--- config.mk ---
export PLATFORM = sky130hd
export DESIGN_NAME = tcmc_top
export DESIGN_NICKNAME = d
export VERILOG_FILES = /design/src/design/tcmc_apb_slave.v /design/src/design/tcmc_irq.v /design/src/design/tcmc_top.v
export VERILOG_INCLUDE_DIRS = /design/src /design/src/design
export SDC_FILE = /design/constraint.sdc
export NUM_CORES = 1
export LEC_CHECK = 0
export ABC_AREA = 1
export BUFFER_PORTS_ARGS = -buffer_cell sky130_fd_sc_hd__buf_2
export CORE_UTILIZATION = 45
export DETAILED_ROUTE_END_ITERATION = 10
export MAX_ROUTING_LAYER = met4
export PLACE_DENSITY_LB_ADDON = 0.1
export SLEW_MARGIN = 10
export SYNTH_ARGS = -nofsm -noshare
export SYNTH_HDL_FRONTEND = slang
export SYNTH_SLANG_ARGS = --single-unit
--- constraint.sdc ---
create_clock -name ref_clk_i -period 3.8 [get_ports ref_clk_i]
set_input_delay 0.19 -clock ref_clk_i [delete_from_list [all_inputs] [get_ports ref_clk_i]]
set_output_delay 0.19 -clock ref_clk_i [all_outputs]
set_load 0.03 [all_outputs]
--- src/design/tcmc_defines.vh ---
// Register offsets, field positions and reset values
// for the timer count-mode control block.
// Assumes a 32-bit APB slave with word-aligned registers.
`ifndef TCMC_DEFINES_VH
`define TCMC_DEFINES_VH

// Register byte offsets
`define TCMC_OFF_CTRL        12'h000
`define TCMC_OFF_RELOAD      12'h004
`define TCMC_OFF_COUNT       12'h008
`define TCMC_OFF_CMP         12'h00C
`define TCMC_OFF_EVENT       12'h010
`define TCMC_OFF_STATUS      12'h014
`define TCMC_OFF_MASK        12'h018
`define TCMC_OFF_ACTRELOAD   12'h01C

// Control register field positions
`define TCMC_CTRL_RUN        0
`define TCMC_CTRL_SINGLE     3
`define TCMC_CTRL_DIR        4
`define TCMC_CTRL_ALIGN_LO   5
`define TCMC_CTRL_ALIGN_HI   6
`define TCMC_CTRL_RBUF       7

// Compare register fields
`define TCMC_CMP_VAL_HI      15
`define TCMC_CMP_ROLE_LO     16
`define TCMC_CMP_ROLE_HI     17

// Event register: software update request; the trigger start bit is defined but not decoded
`define TCMC_EVT_UPDATE      0
`define TCMC_EVT_TRIGGER     1

// Status register bits
`define TCMC_ST_UPDATE       0
`define TCMC_ST_COMPARE      1

// Alignment encodings
`define TCMC_ALIGN_EDGE      2'h0
`define TCMC_ALIGN_CTR1      2'h1
`define TCMC_ALIGN_CTR2      2'h2
`define TCMC_ALIGN_CTR3      2'h3

// Channel role: compare output
`define TCMC_ROLE_OUTPUT     2'h0

// Reset values
`define TCMC_RST_CTRL        8'h00
`define TCMC_RST_RELOAD      16'hFFFF
`define TCMC_RST_CMP         18'h0_0000
`define TCMC_RST_MASK        2'h0

// Counter width
`define TCMC_CNT_W           16

`endif

--- src/design/tcmc_apb_slave.v ---
// APB slave front end: decodes a completed access into one-cycle strobes.
// Assumes an APB master on the same clock; zero wait states.
`timescale 1ns/10ps
`default_nettype none

module tcmc_apb_slave (
    // Clock and reset
    input  wire        ref_clk_i,
    input  wire        rst_i,
    // APB
    input  wire        psel_i,
    input  wire        penable_i,
    input  wire        pwrite_i,
    input  wire [11:0] paddr_i,
    output wire        pready_o,
    output wire        pslverr_o,
    // Decoded access
    output wire        wr_o,
    output wire        rd_o,
    output wire [11:0] addr_o,
    input  wire        unmapped_i
);

    ////////////////////////////////////////////////////////////////////
    // Access phase completes in one cycle; unmapped gives an error
    assign pready_o  = psel_i & penable_i;
    assign pslverr_o = psel_i & penable_i & unmapped_i;
    assign wr_o      = psel_i & penable_i & pwrite_i & ~unmapped_i;
    assign rd_o      = psel_i & penable_i & ~pwrite_i;
    assign addr_o    = {paddr_i[11:2], 2'b00};

endmodule // tcmc_apb_slave

`default_nettype wire

--- src/design/tcmc_irq.v ---
// Sticky status bits with write-one-to-clear, mask, level interrupt.
// Assumes event pulses on the same clock; set wins over clear.
`include "tcmc_defines.vh"
`timescale 1ns/10ps
`default_nettype none

module tcmc_irq (
    // Clock and reset
    input  wire       ref_clk_i,
    input  wire       rst_i,
    // Events and software access
    input  wire [1:0] event_i,
    input  wire [1:0] clear_i,
    input  wire       mask_wr_i,
    input  wire [1:0] mask_wdata_i,
    // Results
    output wire [1:0] status_o,
    output wire [1:0] mask_o,
    output wire       irq_o
);

    reg [1:0] status_q;
    reg [1:0] mask_q;

    ////////////////////////////////////////////////////////////////////
    // Status and mask registers
    always @(posedge ref_clk_i or posedge rst_i) begin
        if (rst_i) begin
            status_q <= 2'h0;
            mask_q   <= `TCMC_RST_MASK;
        end else begin
            status_q <= (status_q & ~clear_i) | event_i;
            if (mask_wr_i) begin
                mask_q <= mask_wdata_i;
            end
        end
    end

    // Level interrupt while any unmasked bit is set
    assign status_o = status_q;
    assign mask_o   = mask_q;
    assign irq_o    = |(status_q & mask_q);

endmodule // tcmc_irq

`default_nettype wire

--- src/design/tcmc_top.v ---
// Timer count-mode control: control register, counter, compare channel.
// Assumes an APB master on ref_clk_i and an external trigger pin.
//
// Decided for this implementation: the address map and register access over APB.
`include "tcmc_defines.vh"
`timescale 1ns/10ps
`default_nettype none

module tcmc_top (
    // Clock and reset
    input  wire        ref_clk_i,
    input  wire        rst_i,
    // APB slave
    input  wire        psel_i,
    input  wire        penable_i,
    input  wire        pwrite_i,
    input  wire [11:0] paddr_i,
    input  wire [31:0] pwdata_i,
    output reg  [31:0] prdata_o,
    output wire        pready_o,
    output wire        pslverr_o,
    // External trigger and slave reset pins
    input  wire        trigger_i,
    input  wire        slave_reset_i,
    // Timer outputs
    output reg         update_event_o,
    output reg         compare_out_o,
    output wire        irq_o
);

    ////////////////////////////////////////////////////////////////////
    // Declarations
    reg  [7:0]  ctrl_q;
    reg  [15:0] reload_value_q;      // Buffer written by software
    reg  [15:0] reload_active_q;     // Shadow used by the counter
    reg  [15:0] count_q;
    reg  [17:0] cmp_q;
    reg         dir_hw_q;            // Hardware direction in centre modes
    reg  [1:0]  trig_sync_q;
    reg  [1:0]  srst_sync_q;
    reg         trig_prev_q;
    reg         compare_out_d;
    reg         dir_gate;

    wire        bus_wr;
    wire        bus_rd;
    wire [11:0] bus_addr;
    wire        unmapped;
    wire [1:0]  status;
    wire [1:0]  mask;

    wire        reload_buffer_enable;
    wire [1:0]  count_alignment_select;
    wire        count_direction;
    wire        single_shot_select;
    wire        counter_run;
    wire [1:0]  channel_role_select;
    wire        centre_mode;
    wire        counting_down;
    wire        trig_rise;
    wire        sw_update;
    wire        slave_reset;
    wire        wrap_up;
    wire        wrap_down;
    wire        update_event;
    wire        match;
    wire        compare_flag;
    wire        ctrl_wr;
    wire        shot_stop;
    wire        reinit;
    wire [15:0] count_start;

    // Register write strobe for a given offset
    function wr_hit;
        input        wr;
        input [11:0] addr;
        input [11:0] off;
        begin
            wr_hit = wr & (addr == off);
        end
    endfunction

    ////////////////////////////////////////////////////////////////////
    // APB front end and interrupt logic
    // Zero wait states: each access completes in its first access cycle
    tcmc_apb_slave u_apb (
        .ref_clk_i  (ref_clk_i),
        .rst_i      (rst_i),
        .psel_i     (psel_i),
        .penable_i  (penable_i),
        .pwrite_i   (pwrite_i),
        .paddr_i    (paddr_i),
        .pready_o   (pready_o),
        .pslverr_o  (pslverr_o),
        .wr_o       (bus_wr),
        .rd_o       (bus_rd),
        .addr_o     (bus_addr),
        .unmapped_i (unmapped)
    );

    // Status bit 1 flags a compare, bit 0 an update event
    tcmc_irq u_irq (
        .ref_clk_i    (ref_clk_i),
        .rst_i        (rst_i),
        .event_i      ({compare_flag, update_event}),
        .clear_i      (wr_hit(bus_wr, bus_addr, `TCMC_OFF_STATUS) ? pwdata_i[1:0] : 2'h0),
        .mask_wr_i    (wr_hit(bus_wr, bus_addr, `TCMC_OFF_MASK)),
        .mask_wdata_i (pwdata_i[1:0]),
        .status_o     (status),
        .mask_o       (mask),
        .irq_o        (irq_o)
    );

    // Address map check
    // Anything past the last register answers with an error, not an alias
    assign unmapped = (paddr_i[11:2] > `TCMC_OFF_ACTRELOAD >> 2);

    ////////////////////////////////////////////////////////////////////
    // Field extraction
    assign reload_buffer_enable   = ctrl_q[`TCMC_CTRL_RBUF];
    assign count_alignment_select = ctrl_q[`TCMC_CTRL_ALIGN_HI:`TCMC_CTRL_ALIGN_LO];
    assign count_direction        = ctrl_q[`TCMC_CTRL_DIR];
    assign single_shot_select     = ctrl_q[`TCMC_CTRL_SINGLE];
    assign counter_run            = ctrl_q[`TCMC_CTRL_RUN];
    assign channel_role_select    = cmp_q[`TCMC_CMP_ROLE_HI:`TCMC_CMP_ROLE_LO];
    assign centre_mode            = (count_alignment_select != `TCMC_ALIGN_EDGE);
    assign ctrl_wr                = wr_hit(bus_wr, bus_addr, `TCMC_OFF_CTRL);

    // Edge-aligned follows the direction bit, centre follows hardware
    // One direction signal serves the wraps and the compare gate
    assign counting_down = centre_mode ? dir_hw_q : count_direction;

    ////////////////////////////////////////////////////////////////////
    // Pin synchronisers: second stage alone feeds logic
    // The edge flop idles low like the pin, so reset leaves no false edge
    always @(posedge ref_clk_i or posedge rst_i) begin
        if (rst_i) begin
            trig_sync_q <= 2'b00;
            srst_sync_q <= 2'b00;
            trig_prev_q <= 1'b0;
        end else begin
            trig_sync_q <= {trig_sync_q[0], trigger_i};
            srst_sync_q <= {srst_sync_q[0], slave_reset_i};
            trig_prev_q <= trig_sync_q[1];
        end
    end

    assign trig_rise   = trig_sync_q[1] & ~trig_prev_q;
    assign slave_reset = srst_sync_q[1];

    ////////////////////////////////////////////////////////////////////
    // Update event sources
    assign sw_update = wr_hit(bus_wr, bus_addr, `TCMC_OFF_EVENT) & pwdata_i[`TCMC_EVT_UPDATE];
    // Up wraps at or above reload, so a lowered reload is never overrun
    assign wrap_up   = counter_run & ~counting_down & (count_q >= reload_active_q);
    assign wrap_down = counter_run & counting_down & (count_q == 16'h0000);
    assign update_event = wrap_up | wrap_down | sw_update | slave_reset;

    // Software request and slave reset restart the count from its start
    assign reinit      = sw_update | slave_reset;
    assign count_start = (counting_down & ~centre_mode) ? reload_active_q : 16'h0000;

    // Single shot ends on any update event; the stop outranks a software write
    assign shot_stop = single_shot_select & update_event & counter_run;

    ////////////////////////////////////////////////////////////////////
    // Compare match gated by count direction for output channels in CTR1 and CTR2 alignment
    // A stopped counter raises no compare flag
    assign match = counter_run & (count_q == cmp_q[`TCMC_CMP_VAL_HI:0]);

    // Only output channels are gated; other roles flag every match
    always @* begin
        dir_gate = 1'b1;
        if (channel_role_select == `TCMC_ROLE_OUTPUT) begin
            case (count_alignment_select)
                `TCMC_ALIGN_EDGE: dir_gate = 1'b1;
                `TCMC_ALIGN_CTR1: dir_gate = counting_down;
                `TCMC_ALIGN_CTR2: dir_gate = ~counting_down;
                `TCMC_ALIGN_CTR3: dir_gate = 1'b1;
                default:          dir_gate = 1'b1;
            endcase
        end
    end

    assign compare_flag = match & dir_gate;

    ////////////////////////////////////////////////////////////////////
    // Control register: software writes, hardware run set and clear
    always @(posedge ref_clk_i or posedge rst_i) begin
        if (rst_i) begin
            ctrl_q <= `TCMC_RST_CTRL;
        end else begin
            if (ctrl_wr) begin
                ctrl_q[`TCMC_CTRL_RBUF]     <= pwdata_i[`TCMC_CTRL_RBUF];
                ctrl_q[`TCMC_CTRL_ALIGN_HI:`TCMC_CTRL_ALIGN_LO] <=
                    pwdata_i[`TCMC_CTRL_ALIGN_HI:`TCMC_CTRL_ALIGN_LO];
                ctrl_q[`TCMC_CTRL_SINGLE]   <= pwdata_i[`TCMC_CTRL_SINGLE];
                // Bits 2:1 are not held here and always read zero
                ctrl_q[2:1]                 <= 2'b00;
                // Direction bit accepts writes only when the written alignment field selects edge-aligned mode
                if (pwdata_i[`TCMC_CTRL_ALIGN_HI:`TCMC_CTRL_ALIGN_LO] == `TCMC_ALIGN_EDGE) begin
                    ctrl_q[`TCMC_CTRL_DIR] <= pwdata_i[`TCMC_CTRL_DIR];
                end
            end
            // Run bit: software, trigger start, single-shot stop
            // Stop outranks trigger start, which outranks a software write
            if (shot_stop) begin
                ctrl_q[`TCMC_CTRL_RUN] <= 1'b0;
            end else if (trig_rise) begin
                ctrl_q[`TCMC_CTRL_RUN] <= 1'b1;
            end else if (ctrl_wr) begin
                ctrl_q[`TCMC_CTRL_RUN] <= pwdata_i[`TCMC_CTRL_RUN];
            end
            // Direction bit mirrors hardware direction in centre modes
            if (centre_mode & ~ctrl_wr) begin
                ctrl_q[`TCMC_CTRL_DIR] <= dir_hw_q;
            end
        end
    end

    ////////////////////////////////////////////////////////////////////
    // Reload buffer and active shadow
    // A buffered write waits for the next update, a direct one lands now
    always @(posedge ref_clk_i or posedge rst_i) begin
        if (rst_i) begin
            reload_value_q  <= `TCMC_RST_RELOAD;
            reload_active_q <= `TCMC_RST_RELOAD;
        end else begin
            if (wr_hit(bus_wr, bus_addr, `TCMC_OFF_RELOAD)) begin
                reload_value_q <= pwdata_i[15:0];
                if (!reload_buffer_enable) begin
                    reload_active_q <= pwdata_i[15:0];
                end
            end else if (update_event) begin
                reload_active_q <= reload_value_q;
            end
        end
    end

    ////////////////////////////////////////////////////////////////////
    // Counter and hardware direction
    // A count write outranks a restart, which outranks plain counting
    always @(posedge ref_clk_i or posedge rst_i) begin
        if (rst_i) begin
            count_q  <= 16'h0000;
            dir_hw_q <= 1'b0;
        end else begin
            if (wr_hit(bus_wr, bus_addr, `TCMC_OFF_COUNT)) begin
                count_q <= pwdata_i[15:0];
            end else if (reinit) begin
                // Reinitialise to the start of the count
                count_q  <= count_start;
                dir_hw_q <= 1'b0;
            end else if (shot_stop) begin
                // Single shot: wrap then hold, ready to run from the start
                count_q  <= count_start;
                dir_hw_q <= 1'b0;
            end else if (counter_run) begin
                if (!centre_mode) begin
                    if (!counting_down) begin
                        count_q <= wrap_up ? 16'h0000 : count_q + 16'h0001;
                    end else begin
                        count_q <= wrap_down ? reload_active_q : count_q - 16'h0001;
                    end
                end else begin
                    // Centre-aligned: turn at the top and the bottom; each turn
                    // is the overflow or underflow that raises an update event
                    if (!dir_hw_q) begin
                        if (wrap_up) begin
                            dir_hw_q <= 1'b1;
                        end
                        count_q <= wrap_up ? count_q - 16'h0001 : count_q + 16'h0001;
                    end else begin
                        if (wrap_down) begin
                            dir_hw_q <= 1'b0;
                        end
                        count_q <= wrap_down ? 16'h0001 : count_q - 16'h0001;
                    end
                end
            end
        end
    end

    ////////////////////////////////////////////////////////////////////
    // Compare register and output reference
    always @(posedge ref_clk_i or posedge rst_i) begin
        if (rst_i) begin
            cmp_q <= `TCMC_RST_CMP;
        end else if (wr_hit(bus_wr, bus_addr, `TCMC_OFF_CMP)) begin
            cmp_q <= pwdata_i[17:0];
        end
    end

    // Output high while count is below compare value
    // Registered so the pin cannot glitch while the count settles
    always @* begin
        compare_out_d = (count_q < cmp_q[`TCMC_CMP_VAL_HI:0]);
    end

    always @(posedge ref_clk_i or posedge rst_i) begin
        if (rst_i) begin
            compare_out_o  <= 1'b0;
            update_event_o <= 1'b0;
        end else begin
            compare_out_o  <= compare_out_d;
            update_event_o <= update_event;
        end
    end

    ////////////////////////////////////////////////////////////////////
    // Read data mux
    // Unmapped offsets fall to the default and read as zero
    always @* begin
        prdata_o = 32'h0000_0000;
        if (bus_rd) begin
            case (bus_addr)
                `TCMC_OFF_CTRL:      prdata_o = {24'h00_0000, ctrl_q};
                `TCMC_OFF_RELOAD:    prdata_o = {16'h0000, reload_value_q};
                `TCMC_OFF_COUNT:     prdata_o = {16'h0000, count_q};
                `TCMC_OFF_CMP:       prdata_o = {14'h0000, cmp_q};
                `TCMC_OFF_STATUS:    prdata_o = {30'h0000_0000, status};
                `TCMC_OFF_MASK:      prdata_o = {30'h0000_0000, mask};
                `TCMC_OFF_ACTRELOAD: prdata_o = {16'h0000, reload_active_q};
                default:             prdata_o = 32'h0000_0000;
            endcase
        end
    end

endmodule // tcmc_top

`default_nettype wire

# [Word level (Yosys, flattened, before mapping)]
# Index checks and enable logic that the tools add are counted.
[word_totals] input_bits=51 out_inout_bits=37 reg_bits=84
[classes] order_cmp=3 add_sub_neg=2 eq_ne=12 bitwise=39 n_mux=34 reduce_logical=18
[ops] op="$mux 16" count=15
[ops] op="$pmux 18 s7" count=1
[ops] op="$eq 10x3->1 const B" count=4
[ops] op="$and 1x1->1" count=24
[ops] op="$eq 10x2->1 const B" count=2
[ops] op="$mux 18" count=1
[ops] op="$add 16x1->16 const B" count=1
[ops] op="$eq 16x16->1" count=1
[ops] op="$ge 16x16->1" count=1
[ops] op="$logic_not 16->1" count=1
[ops] op="$lt 16x16->1" count=1
[ops] op="$sub 16x1->16 const B" count=1
[ops] op="$mux 1" count=14
[ops] op="$logic_not 12->1" count=1
[ops] op="$eq 10x1->1 const B" count=1
[ops] op="$gt 10x3->1 const B" count=1
[ops] op="$reduce_bool 3->1" count=3
[ops] op="$reduce_bool 2->1" count=4
[ops] op="$not 1->1" count=7
[ops] op="$logic_not 2->1" count=3
[ops] op="$and 2x2->2" count=2
[ops] op="$eq 2x2->1 const B" count=2
[ops] op="$mux 4" count=1
[ops] op="$or 1x1->1" count=4
[ops] op="other kinds (10)" count=12

# [Logic depth before layout (Yosys ltp)]
# Gate-level depths: netlist of the first run.
[depth] ltp_word=13 depth_mapped=20 mapped_depth_nobuf=19

# [By module]
# From an unflattened synthesis of the first run, not the netlist that was laid out.
[unflattened] cells_unflattened=911 hier_area_um2=6615.1
[modules_own_cells] mod="tcmc_top" instances=1 seq_area_each_um2=2042.0 cells_per_inst=868 area_each_um2=6318.6
[modules_own_cells] mod="tcmc_irq" instances=1 seq_area_each_um2=100.1 cells_per_inst=23 area_each_um2=171.4
[modules_own_cells] mod="tcmc_apb_slave" instances=1 seq_area_each_um2=0.0 cells_per_inst=20 area_each_um2=125.1

# [Worst setup path before layout of the first run]
# Ideal clock, no wire load.
[synth_path] kind="reg2reg" startpoint="reg reload_active_q[7]" endpoint="reg count_q[7]" required_ns=3.735 path_stages_with_launch=19 arrival_time_ns=2.065 slack_ns=1.670 cell_sequence="dfstp_2 inv_1 ha_1 nand2_1 inv_1 nand2_1 nand2_1 nor2_1 nand2_1 nand2_1 nand2_1 nand2_2 nand2_8 nand2_4 nand2_8 buf_12 a21oi_2 nand2_1 nand2_1"
[synth_via] elab_chain_cells=10
[synth_rtl] item="from (decl)" line_no="tcmc_top.v:35" source="reg [15:0] reload_active_q;"
[synth_rtl] item="from (signal assigned)" line_no="tcmc_top.v:227" source="reload_active_q <= `TCMC_RST_RELOAD;"
[synth_rtl] item="from (signal assigned)" line_no="tcmc_top.v:232" source="reload_active_q <= pwdata_i[15:0];"
[synth_rtl] item="from (signal assigned)" line_no="tcmc_top.v:235" source="reload_active_q <= reload_value_q;"
[synth_rtl] item="$ge 16x16->1 (*)" line_no="tcmc_top.v:155" source="assign wrap_up = counter_run & ~counting_down & (count_q >= reload_active_q);"
[synth_rtl] item="$and 1x1->1 (*)" line_no="tcmc_top.v:155"
[synth_rtl] item="$or 1x1->1 (*) (3 in a row)" line_no="tcmc_top.v:157" source="assign update_event = wrap_up | wrap_down | sw_update | slave_reset;"
[synth_rtl] item="via update_event" line_no="tcmc_top.v:65" source="wire update_event;"
[synth_rtl] item="$and 1x1->1 (*) (2 in a row)" line_no="tcmc_top.v:164" source="assign shot_stop = single_shot_select & update_event & counter_run;"
[synth_rtl] item="$mux 16" line_no="tcmc_top.v:254" source="end else if (shot_stop) begin"
[synth_rtl] item="$mux 16" line_no="tcmc_top.v:250" source="end else if (reinit) begin"
[synth_rtl] item="$mux 16" line_no="tcmc_top.v:248" source="if (wr_hit(bus_wr, bus_addr, `TCMC_OFF_COUNT)) begin"
[synth_rtl] item="to (signal assigned)" line_no="tcmc_top.v:249" source="count_q <= pwdata_i[15:0];"
[synth_rtl] item="to (signal assigned)" line_no="tcmc_top.v:252" source="count_q <= count_start;"
[synth_rtl] item="to (signal assigned)" line_no="tcmc_top.v:256" source="count_q <= count_start;"
[synth_rtl] item="to (decl)" line_no="tcmc_top.v:36" source="reg [15:0] count_q;"
# The timed path passes the listed nets; every way through them passes the cells marked *. The select of a mux whose other input is x is not followed.
# A chain may end at the register's enable or synchronous reset.

# [Worst setup path in the final report of the first run]
[layout_path] startpoint="reg ctrl_q[6]" endpoint="reg reload_active_q[6]"
[layout_via] elab_chain_cells=10
[layout_rtl] item="from (decl)" line_no="tcmc_top.v:33" source="reg [7:0] ctrl_q;"
[layout_rtl] item="from (signal assigned)" line_no="tcmc_top.v:191" source="ctrl_q <= `TCMC_RST_CTRL;"
[layout_rtl] item="from (signal, indexed assignment)" line_no="tcmc_top.v:194" source="ctrl_q[`TCMC_CTRL_RBUF] <= pwdata_i[`TCMC_CTRL_RBUF];"
[layout_rtl] item="from (signal, indexed assignment)" line_no="tcmc_top.v:195" source="ctrl_q[`TCMC_CTRL_ALIGN_HI:`TCMC_CTRL_ALIGN_LO] <="
[layout_rtl] item="$reduce_bool 2->1 (no line) (*)"
[layout_rtl] item="$mux 1 (*)" line_no="tcmc_top.v:131" source="assign counting_down = centre_mode ? dir_hw_q : count_direction;"
[layout_rtl] item="$not 1->1" line_no="tcmc_top.v:155"
[layout_rtl] item="$and 1x1->1 (2 in a row)" line_no="tcmc_top.v:155"
[layout_rtl] item="$or 1x1->1 (*) (3 in a row)" line_no="tcmc_top.v:157"
[layout_rtl] item="via update_event" line_no="tcmc_top.v:65"
[layout_rtl] item="$reduce_bool 2->1 (no line) (*)"
[layout_rtl] item="$reduce_and 2->1 (no line) (*)"
# The timed path passes the listed nets; every way through them passes the cells marked *.

==> flow_summary.toml, run 1 <==
[power]
p_leak_nw = 3.59
max-vdd-ir-drop_uv = 232
power_density_nw_per_um2 = 416

[sta]
hold_violations = 0
clock_skew_ps = 11.2
maxSlewHeadroom = 0.467
slew_viol_final = 0
worstMarginPinSlew_ps = 796
period_share = 0.756
fin_ws_ps = 926
rsz0062_at_grt = "no"
finalSetupViolCount = 0
fmax_mhz = 348
fin_tns_setup_ps = 0
fin_crit_ps = 2870

[layout]
fin_cells = 1221
area_growth_syn_to_layout_pct = 10.9
final_nets = 1119
drive_above_1_share = 0.196

[cts]
clock_latency_ps = 350
cts_tree = "built"
cts_htree_levels = 3
numCtsBuffers = 9
clk_path_buf_depth = 2
clk_pin_slew_ps = 70
root_buffer = "clkbuf_16"
clock-sinks = 84

[floorplanning]
start_util = 0.468
die_h_um = 126
dieWidth_um = 126
num_rows = 44
die_area_um2 = 15800
io_pins = 88
core_um2 = 14800

[setup_path]
critical-path-slowest-cell = "o21ai_2"
crit_arrival_ps = 3150
path_buf_inv = 3
cp_max_fo = 19
worstPathCellList = "inv_1 -> ha_1 -> o21ai_2 -> inv_2 -> nor2_1 -> nand2_2 -> nand2_8 -> nand2_4 -> o21ai_4 -> buf_4 -> nand2_2 -> o21ai_2"
path_class = "reg -> reg"
reg2reg_from = "ctrl_q[6]"
crit_family = "compound AO/OA/AOI/OAI gates"
crit_path_max_incr_delay_ps = 580
crit_path_end_kind = "flip-flop"
startpoint_type = "flip-flop"
critPathLaunch = "ctrl_q[6]"
critPathRequiredTime_ps = 4080
reg2reg_slack_ps = 930

[drt]
drtIter0Drc = 511
ant_nets = 0
first_pass_iters = 5
drc = 0
viasPerCell = 5.40
wl_mm = 21.7
routed-via-count = 6592
avgRoutedWirePerCell_um = 17.8

[hold_path]
hold_class = "in -> reg"
hold_start = "pwdata_i[17]"

[synthesis]
syn_area_per_cell_um2 = 7.09
synth_cell_types = 50
netlist_instances = 974
syn_area_um2 = 6910
synth_seq_cells = 84
synth_ff_type = "dfrtp_1"
synthArstFlopShare = 1.00
ys_seq_area_frac = 0.310
synth_edf_count = 0
ys_warn_count = 0

[place]
dp.cells = 1201
port_buffers = 57
place_congestion = 0.917
place_ws_ps = 977
dpl.hpwl_mm = 16.1

[grt]
grt_pass1_vias = 6213
gr-total-overflow = 0
use_met3 = 0.0416
grt_max_degree = 44
grtUsageMet2 = 0.418
grt_pass1_wl_mm = 34.9
antenna_found_initial = 1
use_met1 = 0.438
grt_usage = 0.298
grt_busiest_layer = "met1"

[run]
drv_cap = 0

[outcome]
status = "finished, final reports clean"
==> final timing paths <==
kind | cells past startpoint | to
setup / recovery | 12 | reload_active_q[6]
hold / removal | 3 | cmp_q[17]
setup reg to reg | 12 | reload_active_q[6]
hold reg to reg | 0 | srst_sync_q[1]
max in group asynchronous | 4 | reload_active_q[11]
min in group asynchronous | 3 | cmp_q[17]
==> worst register-to-register path: cells and delay by family, from the launching register on <==
family                   cells  cell delay (ps)
AO/OA/AOI/OAI                3              930
buffers and inverters        3              490
adder cells (fa/ha/maj)      1              280
AND/OR/NAND/NOR              5              720
flip-flops                   1              380
==> where the power goes <==
group	internal [W]	leakage (nW)	switching (W)
Clock	0.000530	0.140	0.000380
Combinational	0.000408	2.46	0.000852
Sequential	0.000948	0.987	0.0000647
==> sequential cells by signal, indices dropped and copies added, names as in the netlist <==
signal	flops
u_irq.status_o	2
trig_prev_q	1
ctrl_q	6
trig_sync_q	2
srst_sync_q	2
count_q	16
reload_value_q	16
update_event_o	1
compare_out_o	1
reload_active_q	16
dir_hw_q	1
u_irq.mask_o	2
cmp_q	18
==> through the flow <==
| step | power [W] | utilization | hold WS [ps] | area (um2) |
|---|---|---|---|---|
| after global placement | 0.00225 | 0.497 | 297 | 7330 |
| after global routing | 0.00339 | 0.519 | 98.5 | 7660 |
| after CTS | 0.00318 | 0.519 | 80.8 | 7650 |
| after floorplan | 0.00194 | - | 221 | 6960 |
| after detailed placement | 0.00226 | 0.497 | 300 | 7330 |
| final | 0.00318 | 0.519 | 83.7 | 7660 |
==> synthesized netlist by cell type (all sizes together), types with 2 or more instances <==
cell,n,area (um2)
nor3,11,71.3
xor2,21,184
nor2,80,399
a221oi,11,96.3
inv,132,495
buf,39,283
a22oi,15,113
o211ai,2,15.0
a31oi,4,25.0
o21ai,81,473
a211oi,3,22.5
ha,37,463
dfstp,32,841
clkbuf,13,48.8
o22ai,9,56.3
nand2,293,1210
dfrtp,52,1300
nand4,14,109
a21oi,53,310
nand3,62,310
==> routing by layer <==
metal,part of all wire,vias up
li1,-,3265
met1,0.49,3056
met2,0.41,241
met3,0.076,30
met4,0.024,0
met5,0,-
==> cells in the final DEF (no fill, tap or decap), drive strengths merged, types with 2 or more instances in the layout <==
cell type,n
a211oi,3
a21oi,53
a221oi,11
a22oi,15
a31oi,4
buf,82
clkbuf,13
clkinv,3
conb,14
dfrtp,52
dfstp,32
dlygate4sd3,3
ha,37
inv,131
nand2,293
nand3,62
nand4,14
nor2,80
nor3,11
o211ai,2
o21ai,81
o22ai,9
xor2,21
==> logic make-up after synthesis <==
kind of cell,count (synthesis),share of synthesized area
AND/OR/NAND/NOR,463,0.308
buffers and inverters,185,0.120
AO/OA/AOI/OAI,183,0.168
flip-flops,84,0.310
adder cells (fa/ha/maj),37,0.0670
XOR/XNOR,21,0.0266
other,1,0.000543
==> area by class of cell <==
class | count | area (um2)
fill | 1515 | 7100
inverter | 133 | 500
tap | 184 | 230
timing repair buffer | 85 | 503
sequential | 84 | 2140
clock buffer | 13 | 250
antenna | 1 | 2.50
multi-input combinational | 718 | 3980
clock inverter | 3 | 46.3
==> repair_timing <==
action | CTS | global route
gates resized for setup | 0 | 0
hold buffers | 3 | 0
buffers inserted | 0 | 0
endpoints found under the hold margin | 29 | 0
Note: power is estimated with default switching activity, not from simulation.
==> run 2, diff against run 1 <==
--- a/config.mk
+++ b/config.mk
@@ -6,7 +6,7 @@
 export SDC_FILE = /design/constraint.sdc
 export NUM_CORES = 1
 export LEC_CHECK = 0
-export ABC_AREA = 1
+export ABC_AREA = 0
 export BUFFER_PORTS_ARGS = -buffer_cell sky130_fd_sc_hd__buf_2
 export CORE_UTILIZATION = 45
 export DETAILED_ROUTE_END_ITERATION = 10
==> constraint.sdc (replaced) <==
create_clock -name ref_clk_i -period 3 [get_ports ref_clk_i]
set_input_delay 0.15 -clock ref_clk_i [delete_from_list [all_inputs] [get_ports ref_clk_i]]
set_output_delay 0.15 -clock ref_clk_i [all_outputs]
set_load 0.03 [all_outputs]
==> flow_summary.toml, run 2 <==
[floorplanning]
die_h_um = 116
core_um2 = 12700
io_pins = 88
start_util = 0.462
num_rows = 41
die_area_um2 = 13500
dieWidth_um = 116

[setup_path]
critical-path-slowest-cell = "dfstp_2"
path_class = "reg -> reg"
crit_arrival_ps = 3230
crit_family = "compound AO/OA/AOI/OAI gates"
cp_max_fo = 10
worstPathCellList = "inv_1 -> ha_1 -> and4_1 -> and2_1 -> a221oi_2 -> nand3_1 -> buf_6 -> a21o_1 -> o21ai_4 -> buf_4 -> mux2_2"
path_buf_inv = 3
crit_path_end_kind = "flip-flop"
crit_path_max_incr_delay_ps = 550
startpoint_type = "flip-flop"
critPathRequiredTime_ps = 3290

[layout]
layout_common_cells = "buf_4 (70), a21oi_1 (59), buf_2 (57)"
fillers = 1134
area_growth_syn_to_layout_pct = 24.7
regMostFlops = "cmp_q"
drive_above_1_share = 0.312
finish.instance_area_um2 = 7310
final_nets = 859
final_common_cell = "buf_4"
largest_register_ffs = 18
diodes = 0

[synthesis]
synth_ff_type = "dfrtp_1"
synthTopCellsByArea = "dfrtp_1 (22%), dfstp_2 (14%), ha_1 (7.9%), a21oi_1 (5.1%), mux2_2 (4.8%)"
synth_seq_cells = 84
ys_seq_area_frac = 0.366
synth_top_cell_by_area = "dfrtp_1"
ys_warn_count = 0
yosys.cell_count.top_type = "a21oi_1"
synthArstFlopShare = 1.00
synth_top_area_share = 0.222
syn_area_um2 = 5860
synth_edf_count = 0
synth_cell_types = 67
syn_area_per_cell_um2 = 8.89
netlist_top_cells_count = "a21oi_1 (60), nor2_1 (56), dfrtp_1 (52), nand2_1 (51), inv_1 (44)"
netlist_instances = 659

[hold_path]
hold_class = "in -> reg"

[place]
place_congestion = 0.904
port_buffers = 57
dpl.hpwl_mm = 13.6
place_area_um2 = 6770

[sta]
finalSetupViolCount = 0
fin_crit_ps = 2940
hold_violations = 0
fmax_mhz = 340
maxSlewHeadroom = 0.155
worstMarginPinSlew_ps = 1260
clock_skew_ps = 9.47
fin_tns_setup_ps = 0
rsz0062_at_grt = "yes"
period_share = 0.979
hold_ws_ps = 25.6
slew_viol_final = 0

[grt]
grt_pass1_vias = 5322
grt_busiest_layer = "met2"
grt_usage = 0.310
use_met3 = 0.0455
grt_max_degree = 85
antenna_found_initial = 0
grt_pass1_wl_mm = 29.9
grtUsageMet2 = 0.460
use_met1 = 0.430
gr-total-overflow = 0

[cts]
clk_pin_slew_ps = 70
numCtsBuffers = 9
clock_latency_ps = 360
cts_tree = "built"
clk_path_buf_depth = 2
cts_htree_levels = 3
root_buffer = "clkbuf_16"
clock-sinks = 84

[power]
p_leak_nw = 3.38
power_density_nw_per_um2 = 708
power_w = 0.00517
max-vdd-ir-drop_uv = 436

[drt]
ant_nets = 0
drc = 0
drtIter0Drc = 533
routed-via-count = 5641
wl_mm = 19.5
viasPerCell = 5.95
avgRoutedWirePerCell_um = 20.6
first_pass_iters = 6

[outcome]
status = "finished, final reports clean"

[run]
drv_cap = 0
run 2: changes by cell type in the layout (fill, tap and decap cells not counted), sizes merged, moves of 9 or more:
cell	change
a21o	+9
a22o	+15
a22oi	+11
buf	+54
inv	-87
mux2	+26
nand2	-242
nand3	-46
nor2	-24
o21ai	-40
xor2	-13
run 2: logic make-up after synthesis:
logic type | count (synthesis) | share of synthesized area
AOI/OAI and AO/OA | 206 | 0.237
and+or+nand+nor | 187 | 0.159
buffers and inverters | 97 | 0.0761
DFF | 84 | 0.366
adders and majority gates | 37 | 0.0790
muxes | 31 | 0.0585
xor gates and xnor gates | 16 | 0.0239
other | 1 | 0.000640
run 2: power by group:
group	internal (W)	switching [W]
registers	0.00134	0.000107
clock network	0.000820	0.000520
logic	0.00103	0.00136
total	0.00319	0.00199
run 2: final cells by class:
cell class                 instances  area, um2  share of cell area
clock inverter                     7        123              0.0168
sequential                        84       2140               0.293
clock buffer                       9        225              0.0308
timing repair buffer             140       1000               0.137
inverter                          44        171              0.0235
tap                              172        215              0.0295
multi-input combinational        492       3430               0.469
run 2: timing repair:
item | in CTS | in global routing
hold buffers | 3 | 0
pin swaps | 1 | 3
setup endpoints to repair | 14 | 31
gates cloned | 0 | 2
resized for setup | 4 | 19
hold endpoints to repair | 54 | 0
setup buffers | 1 | 3
run 2: worst paths after layout:
kind,depth (start not counted),from,endpoint,slack (ps)
worst min-delay path,2,pwdata_i[17],cmp_q[17],30
min in group asynchronous,4,rst_i,cmp_q[17],440
worst min register to register,0,trig_sync_q[0],trig_sync_q[1],350
worst max-delay path,11,reload_active_q[11],reload_active_q[0],60
max in group asynchronous,4,rst_i,reload_value_q[13],2170
worst max register to register,11,reload_active_q[11],reload_active_q[0],60
run 2: metal layers:
metal | up-vias | routed length (um)
met4 | 0 | 484
met2 | 224 | 8790
met3 | 29 | 1430
met5 | - | 0
met1 | 2765 | 8790
li1 | 2623 | -
run 2: stage by stage:
step                      setup WS, ps  cells  utilization
after floorplan                  -6.25    672            -
after global placement           -21.5    923        0.534
after detailed placement         -12.7    923        0.534
after CTS                         1.30    943        0.565
after global routing             -41.4    948        0.577
final                             61.6    948        0.577
